===== src/core/afe_pdn_defines.vh =====
// constants of the power-down and test-mode controller
// assumes a 100 MHz clock and a 32-bit AHB-Lite register bus
`ifndef AFE_PDN_DEFINES_VH
`define AFE_PDN_DEFINES_VH

// register indices; byte address is four times the index
`define IDX_CW_BUFFER_GAIN_CTRL 8'h36
`define IDX_TEST_ROUTE_CTRL     8'h3b
`define IDX_POWER_CTRL          8'h40
`define IDX_POWER_STATUS        8'h41

// reset values
`define RST_CW_BUFFER_GAIN_CTRL 16'h0000
`define RST_TEST_ROUTE_CTRL     16'h0000
`define RST_POWER_CTRL          16'h0000

// test_route_ctrl fields
`define TEST_EN_BIT             9
`define SUM_BUF_ON_BIT          8
// cw_buffer_gain_ctrl field
`define GAIN_LSB                0
`define GAIN_MSB                4
`define GAIN_INT_2K             5'h10

// power_ctrl fields
`define MASK_LSB                0
`define MASK_MSB                7
`define PARTIAL_SLEEP_BIT       8
`define FULL_SLEEP_BIT          9
`define ATTEN_GAIN_OFF_BIT      10
`define FRONT_AMP_OFF_BIT       11

// power_status fields
`define ST_PARTIAL_BIT          0
`define ST_COMPLETE_BIT         1
`define ST_WAKING_BIT           2
`define ST_TEST_BIT             3

// timing
`define CLK_PERIOD_NS           10
`define PDN_MAX_NS              1000
`define PDN_MAX_CYC             (`PDN_MAX_NS / `CLK_PERIOD_NS)
`define WAKE_MIN_NS             2000
`define WAKE_MIN_CYC            ((`WAKE_MIN_NS + `CLK_PERIOD_NS - 1) / `CLK_PERIOD_NS)
`define WAKE_PCT_DIV            100
`define WAKE_CREDIT_W           20

`endif


===== src/core/afe_power_down_test_ctrl.v =====
// power-down and test-mode control of an eight-channel receive front end
// assumes one 100 MHz clock, AHB-Lite single word transfers, async pins
//
// Notes on behaviour
// each block's power-down is the OR of every request aimed at it
// shutdown pin covers all; sleep pins and bits cover amplifiers; stage bits own stage; in the code summing_buffer_on ignores the shutdown pin
// partial power-down turns amplifiers off and keeps references on
// partial power-down when quick-sleep pin or partial-sleep bit is set
// complete power-down when full-sleep bit or shutdown pin is set
// complete power-down also turns the references off
// register contents are kept during any power-down
// an eight-bit mask turns channels off one by one
// host turns attenuator and gain stages off with power_ctrl bit 10 in continuous-wave use
// test mode routes gain outputs of channels seven and eight to summing pins
// test_route_ctrl bit 9 set enables the gain test mode
// test_route_ctrl bit 8 powers the summing buffer on when one
// cw_buffer_gain_ctrl bits 4..0 pick feedback; 10h is internal 2k
// controller picks observation point via buffer power and gain field
// power-down takes effect within one microsecond of its request
// partial wake takes the larger of 2 us and 1% of sleep time
// mask bit n adds to the requests of channel n only
`timescale 1ns/100ps
`include "afe_pdn_defines.vh"
module afe_power_down_test_ctrl (
  input  wire        clock,
  input  wire        rst,
  // AHB-Lite slave
  input  wire        hsel,
  input  wire [31:0] haddr,
  input  wire [1:0]  htrans,
  input  wire        hwrite,
  input  wire [2:0]  hsize,
  input  wire [31:0] hwdata,
  input  wire        hready,
  output reg         hreadyout,
  output reg         hresp,
  output reg  [31:0] hrdata,
  // power-down pins
  input  wire        chip_shutdown_pin,
  input  wire        quick_sleep_pin,
  // analog controls
  output reg  [7:0]  front_amplifier_off,
  output reg  [7:0]  atten_gain_off,
  output reg         reference_off,
  output reg         summing_buffer_on,
  output reg  [4:0]  summing_feedback_sel,
  output reg         test_route_ch7_ch8,
  output reg         partial_mode,
  output reg         complete_mode,
  output reg         waking
);

  ////////////////////////////////////////////////////////////////////////
  // helpers

  function [31:0] byte_addr;
    input [7:0] idx;
    begin
      byte_addr = {22'h000000, idx, 2'b00};
    end
  endfunction

  function hit;
    input [31:0] addr;
    input [7:0]  idx;
    begin
      hit = (addr == byte_addr(idx));
    end
  endfunction

  ////////////////////////////////////////////////////////////////////////
  // pin synchronisers

  wire shutdown_level;
  wire quick_level;

  pin_sync3 u_sync_shutdown (
    .clock (clock),
    .rst   (rst),
    .pin   (chip_shutdown_pin),
    .level (shutdown_level)
  );

  pin_sync3 u_sync_quick (
    .clock (clock),
    .rst   (rst),
    .pin   (quick_sleep_pin),
    .level (quick_level)
  );

  ////////////////////////////////////////////////////////////////////////
  // bus address phase capture

  reg         dp_valid;
  reg         dp_write;
  reg  [31:0] dp_addr;

  wire        take = hsel & htrans[1] & hready;

  always @(posedge clock or posedge rst) begin
    if (rst) begin
      dp_valid <= 1'b0;
      dp_write <= 1'b0;
      dp_addr  <= 32'h00000000;
    end else if (hready) begin
      dp_valid <= take;
      dp_write <= take & hwrite;
      dp_addr  <= haddr;
    end
  end

  // zero wait state, always OKAY
  always @(posedge clock or posedge rst) begin
    if (rst) begin
      hreadyout <= 1'b0;
      hresp     <= 1'b0;
    end else begin
      hreadyout <= 1'b1;
      hresp     <= 1'b0;
    end
  end

  ////////////////////////////////////////////////////////////////////////
  // registers; only the bus writes them, power-down never clears them

  reg  [15:0] cw_buffer_gain_ctrl;
  reg  [15:0] test_route_ctrl;
  reg  [15:0] power_ctrl;

  wire        wr = dp_valid & dp_write;

  always @(posedge clock or posedge rst) begin
    if (rst) begin
      cw_buffer_gain_ctrl <= `RST_CW_BUFFER_GAIN_CTRL;
      test_route_ctrl     <= `RST_TEST_ROUTE_CTRL;
      power_ctrl          <= `RST_POWER_CTRL;
    end else if (wr) begin
      if (hit(dp_addr, `IDX_CW_BUFFER_GAIN_CTRL)) begin
        cw_buffer_gain_ctrl <= hwdata[15:0];
      end
      if (hit(dp_addr, `IDX_TEST_ROUTE_CTRL)) begin
        test_route_ctrl <= hwdata[15:0];
      end
      if (hit(dp_addr, `IDX_POWER_CTRL)) begin
        power_ctrl <= hwdata[15:0];
      end
    end
  end

  ////////////////////////////////////////////////////////////////////////
  // request combination

  wire       partial_sleep_bit        = power_ctrl[`PARTIAL_SLEEP_BIT];
  wire       full_sleep_bit           = power_ctrl[`FULL_SLEEP_BIT];
  wire       atten_gain_stage_off_bit = power_ctrl[`ATTEN_GAIN_OFF_BIT];
  wire       front_amp_off_bit        = power_ctrl[`FRONT_AMP_OFF_BIT];
  wire [7:0] channel_off_mask         = power_ctrl[`MASK_MSB:`MASK_LSB];

  wire next_partial  = quick_level | partial_sleep_bit;
  wire next_complete = shutdown_level | full_sleep_bit;
  // amplifiers fall to any sleep request
  wire amp_sleep     = next_complete | next_partial;       // see

  wire [7:0] next_front_off  = {8{amp_sleep | front_amp_off_bit}} |
                               channel_off_mask;           // see
  wire [7:0] next_atten_off  = {8{amp_sleep | atten_gain_stage_off_bit}} |
                               channel_off_mask;           // see

  wire wake_busy;

  wake_timer u_wake (
    .clock  (clock),
    .rst    (rst),
    .asleep (amp_sleep),
    .waking (wake_busy)
  );

  // one cycle after the synchronisers, well inside the limit (see)
  always @(posedge clock or posedge rst) begin
    if (rst) begin
      front_amplifier_off <= 8'h00;
      atten_gain_off      <= 8'h00;
      reference_off       <= 1'b0;
      partial_mode        <= 1'b0;
      complete_mode       <= 1'b0;
      waking              <= 1'b0;
    end else begin
      front_amplifier_off <= next_front_off;
      atten_gain_off      <= next_atten_off;
      reference_off       <= next_complete;                 // see
      partial_mode        <= next_partial & ~next_complete;
      complete_mode       <= next_complete;
      waking              <= wake_busy;
    end
  end

  ////////////////////////////////////////////////////////////////////////
  // test routing and summing buffer

  always @(posedge clock or posedge rst) begin
    if (rst) begin
      test_route_ch7_ch8   <= 1'b0;
      summing_buffer_on    <= 1'b0;
      summing_feedback_sel <= 5'h00;
    end else begin
      test_route_ch7_ch8   <= test_route_ctrl[`TEST_EN_BIT];    // see
      summing_buffer_on    <= test_route_ctrl[`SUM_BUF_ON_BIT];
      summing_feedback_sel <= cw_buffer_gain_ctrl[`GAIN_MSB:`GAIN_LSB];
    end
  end

  ////////////////////////////////////////////////////////////////////////
  // read data, prepared in the address phase

  reg [31:0] next_rdata;

  always @* begin
    next_rdata = 32'h00000000;
    if (hit(haddr, `IDX_CW_BUFFER_GAIN_CTRL)) begin
      next_rdata = {16'h0000, cw_buffer_gain_ctrl};
    end else if (hit(haddr, `IDX_TEST_ROUTE_CTRL)) begin
      next_rdata = {16'h0000, test_route_ctrl};
    end else if (hit(haddr, `IDX_POWER_CTRL)) begin
      next_rdata = {16'h0000, power_ctrl};
    end else if (hit(haddr, `IDX_POWER_STATUS)) begin
      next_rdata[`ST_PARTIAL_BIT]  = partial_mode;
      next_rdata[`ST_COMPLETE_BIT] = complete_mode;
      next_rdata[`ST_WAKING_BIT]   = waking;
      next_rdata[`ST_TEST_BIT]     = test_route_ch7_ch8;
    end
  end

  // a read right behind a write to the same register sees the new word
  wire fwd = wr & (dp_addr == haddr) &
             (hit(haddr, `IDX_CW_BUFFER_GAIN_CTRL) | hit(haddr, `IDX_TEST_ROUTE_CTRL) |
              hit(haddr, `IDX_POWER_CTRL));

  always @(posedge clock or posedge rst) begin
    if (rst) begin
      hrdata <= 32'h00000000;
    end else if (take & ~hwrite) begin
      hrdata <= fwd ? {16'h0000, hwdata[15:0]} : next_rdata;
    end
  end

endmodule


===== src/core/pin_sync3.v =====
// three-stage synchroniser for one asynchronous pin
// output changes once the second and third stages agree
`timescale 1ns/100ps
module pin_sync3 (
  input  wire clock,
  input  wire rst,
  input  wire pin,
  output reg  level
);
  reg s1;
  reg s2;
  reg s3;

  always @(posedge clock or posedge rst) begin
    if (rst) begin
      s1    <= 1'b0;
      s2    <= 1'b0;
      s3    <= 1'b0;
      level <= 1'b0;
    end else begin
      s1 <= pin;
      s2 <= s1;
      s3 <= s2;
      if (s2 == s3) begin
        level <= s3;
      end
    end
  end
endmodule


===== src/core/wake_timer.v =====
// wake-up timer for the partial and complete power-down
// asleep is a level on the same clock; waking is high during the wake time
`timescale 1ns/100ps
`include "afe_pdn_defines.vh"
module wake_timer (
  input  wire clock,
  input  wire rst,
  input  wire asleep,
  output reg  waking
);
  reg  [6:0]                  prescale;
  reg  [`WAKE_CREDIT_W-1:0]   credit;
  reg  [`WAKE_CREDIT_W-1:0]   remain;
  reg                         asleep_d;
  wire [31:0]                 min_full = `WAKE_MIN_CYC;
  wire [31:0]                 pct_last = `WAKE_PCT_DIV - 1;
  wire [`WAKE_CREDIT_W-1:0]   min_cyc  = min_full[`WAKE_CREDIT_W-1:0];

  always @(posedge clock or posedge rst) begin
    if (rst) begin
      prescale <= 7'h00;
      credit   <= {`WAKE_CREDIT_W{1'b0}};
      remain   <= {`WAKE_CREDIT_W{1'b0}};
      asleep_d <= 1'b0;
      waking   <= 1'b0;
    end else begin
      asleep_d <= asleep;
      if (asleep) begin
        waking <= 1'b0;
        remain <= {`WAKE_CREDIT_W{1'b0}};
        // one credit cycle per hundred cycles asleep, saturating
        if (prescale == pct_last[6:0]) begin
          prescale <= 7'h00;
          if (~&credit) begin
            credit <= credit + 1'b1;
          end
        end else begin
          prescale <= prescale + 7'h01;
        end
      end else if (asleep_d) begin
        // larger of the minimum and one percent of the sleep time (see)
        remain   <= (credit > min_cyc) ? credit - 1'b1 : min_cyc - 1'b1;
        waking   <= 1'b1;
        credit   <= {`WAKE_CREDIT_W{1'b0}};
        prescale <= 7'h00;
      end else if (remain != {`WAKE_CREDIT_W{1'b0}}) begin
        remain <= remain - 1'b1;
      end else begin
        waking <= 1'b0;
      end
    end
  end
endmodule


===== config.mk =====
export PLATFORM = sky130hd
export DESIGN_NAME = afe_power_down_test_ctrl
export DESIGN_NICKNAME = d
export VERILOG_FILES = /design/src/core/afe_power_down_test_ctrl.v /design/src/core/pin_sync3.v /design/src/core/wake_timer.v
export VERILOG_INCLUDE_DIRS = /design/src /design/src/core
export SDC_FILE = /design/constraint.sdc
export NUM_CORES = 1
export LEC_CHECK = 0
export ABC_CLOCK_PERIOD_IN_PS = 11770
export BUFFER_PORTS_ARGS = -buffer_cell sky130_fd_sc_hd__buf_2
export CORE_MARGIN = 5
export CORE_UTILIZATION = 50
export CTS_CLUSTER_DIAMETER = 100
export DETAILED_ROUTE_END_ITERATION = 8
export GPL_TIMING_DRIVEN = 0
export PLACE_DENSITY = 0.71
export SLEW_MARGIN = 0
export SYNTH_ARGS = -nofsm -noshare
export SYNTH_HDL_FRONTEND = slang
export SYNTH_SLANG_ARGS = --single-unit

===== constraint.sdc =====
create_clock -name clock -period 11.77 [get_ports clock]
set_clock_uncertainty 0.2 [all_clocks]
set_input_delay 0 -clock clock [delete_from_list [all_inputs] [get_ports clock]]
set_output_delay 0 -clock clock [all_outputs]
set_load 0.005 [all_outputs]

==> metrics <==
status complete, no violations; Critical Path Sink u_wake.remain[10]; CP endpoint kind register; Synth warnings 0; fin cells approximately 1300; Layout area overhead 22.9%; R2R cell count 6; WP data required 11.86 ns; Synth cell types 59; critical path class register to register; H-tree Lvls 4; CP max FO 10; Vias 7020; sequential fraction of the synthesis area 50.2%; CP Data Arrival Time 3.55 ns; GRT Total Usage a little over a fifth; first-pass GRT wire length 36.1 mm; setup_tns 0 ns; crit-path cells or4_1 -> nor4_2 -> nand4_1 -> o21ai_1 -> clkbuf_1 -> nor2_1; hpwl dp 15.3 mm; cts repair resizes 0; Power Internal 0.00107 W; vias in the first global route 7046; antenna violations before repair 0; Initial DRC Count 498; CTS Buffer Depth 2; Worst Max-Slew Pin Slew 1.11 ns; Cells after Synth 826; Final #Nets 1102; synthesized area 9060 sq um; Comb power frac 13.6%; Clock Pin Slew Worst Setup and Hold Paths around 0.070 ns; initial core utilization 50.6%; Slew Viols, Final 0; io pins 137; clk root buf clkbuf_16; Critical path origin u_wake.remain[4]; Min Clock Period, post-route 3.46 ns; switch share about a quarter; RSZ-0062 raised after global routing no; total gr overflow 0; Leakage between 4 and 5 nW; placed cells 1172; Max-cap violations 0; antenna cells 0; final WL 22.2 mm; most frequent cells in the layout 182 x dfrtp_1, 103 x buf_2, 74 x nor2_1; worst vdd ir 0.106 mV; Rows 49; DR WL/cell 17.6 microns; Die Span Y approximately 140 microns; period utilization 29.4%; CP max stage delay a little under 0.7 ns; remaining antenna violation count 0; Critical R2R Launch u_wake.remain[4]; P per Cell Area around 130 nW/um^2; final weighted congestion in routability-driven placement 0.847; CTS tree built; Post-synth EDFFs 0; port buffer count just under 100; slowest cell on the critical path o21ai_1; end of the worst register-to-register path u_wake.remain[10]; commonest non-fill, non-tap cell in the layout dfrtp_1; # clock sinks 182; Fillers 1463; layout cell share with drive strength beyond 1 24.4%; DR DRC count 0; r2r setup slk 8.31 ns; Post-synth top flop dfrtp_1; Clock power frac 39.7%; worst min path class input port to register; f_max a little under 300 MHz; FF+latch count, synth 182; Hold Vio Cnt, Final 0; TritonRoute pass-1 iters 5; die width 145 microns; DR vias/cell 5.56; Clk Latency, worst-skew pair approximately 0.43 ns; Seq pwr share approximately 47%; Slew HR 25.2%; largest net degree at the start of global routing 112; syn_area_per_cell 11.0 sq um; Core Region 17900 sq um; die area 20900 sq um; Sw Pwr 0.000385 W; CP startpoint kind register; Async SR Flop Fraction 100%; Final setup viols 0; Inserted Clock Buffers 17
cells by family after synthesis:
family | after synthesis | share of synthesized area (%)
AO/OA/AOI/OAI | 131 | 9.84
XOR/XNOR | 79 | 7.63
adder cells (fa/ha/maj) | 8 | 1.05
buffers and inverters | 76 | 4.07
flip-flops | 182 | 50.2
multiplexers | 84 | 10.8
other | 2 | 0.0829
AND/OR/NAND/NOR | 264 | 16.3
per-stage QoR:
stage | instance area [sq um] | utilization [%] | power [W] | hold slack, ns | setup slack (ns)
3_5_place_dp | 9950 | 55.6 | 0.000874 | -0.103 | 8.31
2_1_floorplan | 9120 | - | 0.000812 | -0.169 | 6.63
5_1_grt | 11100 | 62.2 | 0.00152 | 0.0448 | 8.00
6_report | 11100 | 62.2 | 0.00146 | 0.0354 | 8.31
3_3_place_gp | 9910 | 55.3 | 0.000868 | -0.0907 | 4.55
4_1_cts | 11100 | 62.2 | 0.00147 | 0.0103 | 8.32
power groups by stage:
stage,clock network (W),registers (W),logic (W)
finish,0.000579,0.000682,0.000198
global route,0.000617,0.000685,0.000219
CTS,0.000588,0.000681,0.000198
detailed placement,0,0.000693,0.000181
global placement,0,0.000692,0.000176
floorplan,0,0.000688,0.000124
final cells by class:
type / count / area [sq um] / share of cell area, %
flip-flops and latches: 182 / 4550 / 40.9
repair buffers: 159 / 1110 / 9.98
clock buffers: 19 / 453 / 4.07
clock inverters: 13 / 144 / 1.29
multi-input cells: 584 / 4210 / 37.8
plain buffers: 65 / 328 / 2.94
inverters: 11 / 48.8 / 0.438
well taps: 229 / 287 / 2.57
worst min-delay path by stage:
stage	from	end	slack, ns	cells past startpoint
after floorplan	quick_sleep_pin	u_sync_quick.s1	-0.17	0
after global placement	quick_sleep_pin	u_sync_quick.s1	-0.09	1
after detailed placement	rst	dp_addr[20]	-0.10	2
after CTS	hsel	hrdata[4]	0.01	4
after global routing	hsel	hrdata[3]	0.04	4
final	hsel	hrdata[2]	0.04	4
what timing repair did:
| item | CTS | global route |
|---|---|---|
| hold buffers | 58 | 0 |
| buffers inserted | 0 | 0 |
| endpoints found under the hold margin | 280 | 0 |
routing by layer:
| layer | track usage, % | vias up | routed length (microns) |
|---|---|---|---|
| met4 | 4.86 | 0 | 213 |
| met2 | 36.7 | 152 | 11000 |
| met3 | 4.17 | 17 | 1050 |
| met5 | 0 | - | 0 |
| li1 | - | 3344 | - |
| met1 | 29.3 | 3507 | 9850 |
registers in the layout, indices dropped and copies added (netlist names), 5 cells and up:
name                  cells
cw_buffer_gain_ctrl      16
u_wake.remain            20
u_wake.credit            20
front_amplifier_off       8
hrdata                   16
u_wake.prescale           7
power_ctrl               16
summing_feedback_sel      5
test_route_ctrl          16
atten_gain_off            8
dp_addr                  32
critical path: cells and delay by family (launching register included):
family	cells	cell delay (ns)
buffers and inverters	1	0.41
AOI/OAI and AO/OA	1	0.68
DFF	1	0.41
and+or+nand+nor	4	1.62
cell usage after synthesis (5+ instances only):
library cell / instances / area share, %
a211oi_1: 6 / 0.50
a21oi_1: 24 / 1.3
a22oi_1: 28 / 2.3
and3_1: 20 / 1.4
buf_4: 19 / 1.6
clkbuf_1: 37 / 1.5
dfrtp_1: 182 / 50
ha_1: 6 / 0.83
inv_1: 11 / 0.46
mux2_2: 70 / 8.7
mux2_4: 10 / 1.7
nand2_1: 23 / 0.95
nand2b_1: 6 / 0.41
nand3_1: 19 / 1.0
nand4_1: 15 / 1.0
nor2_1: 74 / 3.1
nor3_1: 17 / 0.94
nor4_1: 23 / 1.6
o21ai_0: 21 / 1.2
o22a_1: 16 / 1.5
o22ai_1: 5 / 0.35
o31ai_1: 19 / 1.6
or3_1: 23 / 1.6
or4_1: 9 / 0.75
xnor2_1: 46 / 4.4
xor2_1: 33 / 3.2
Note: power is estimated with default switching activity, not from simulation.
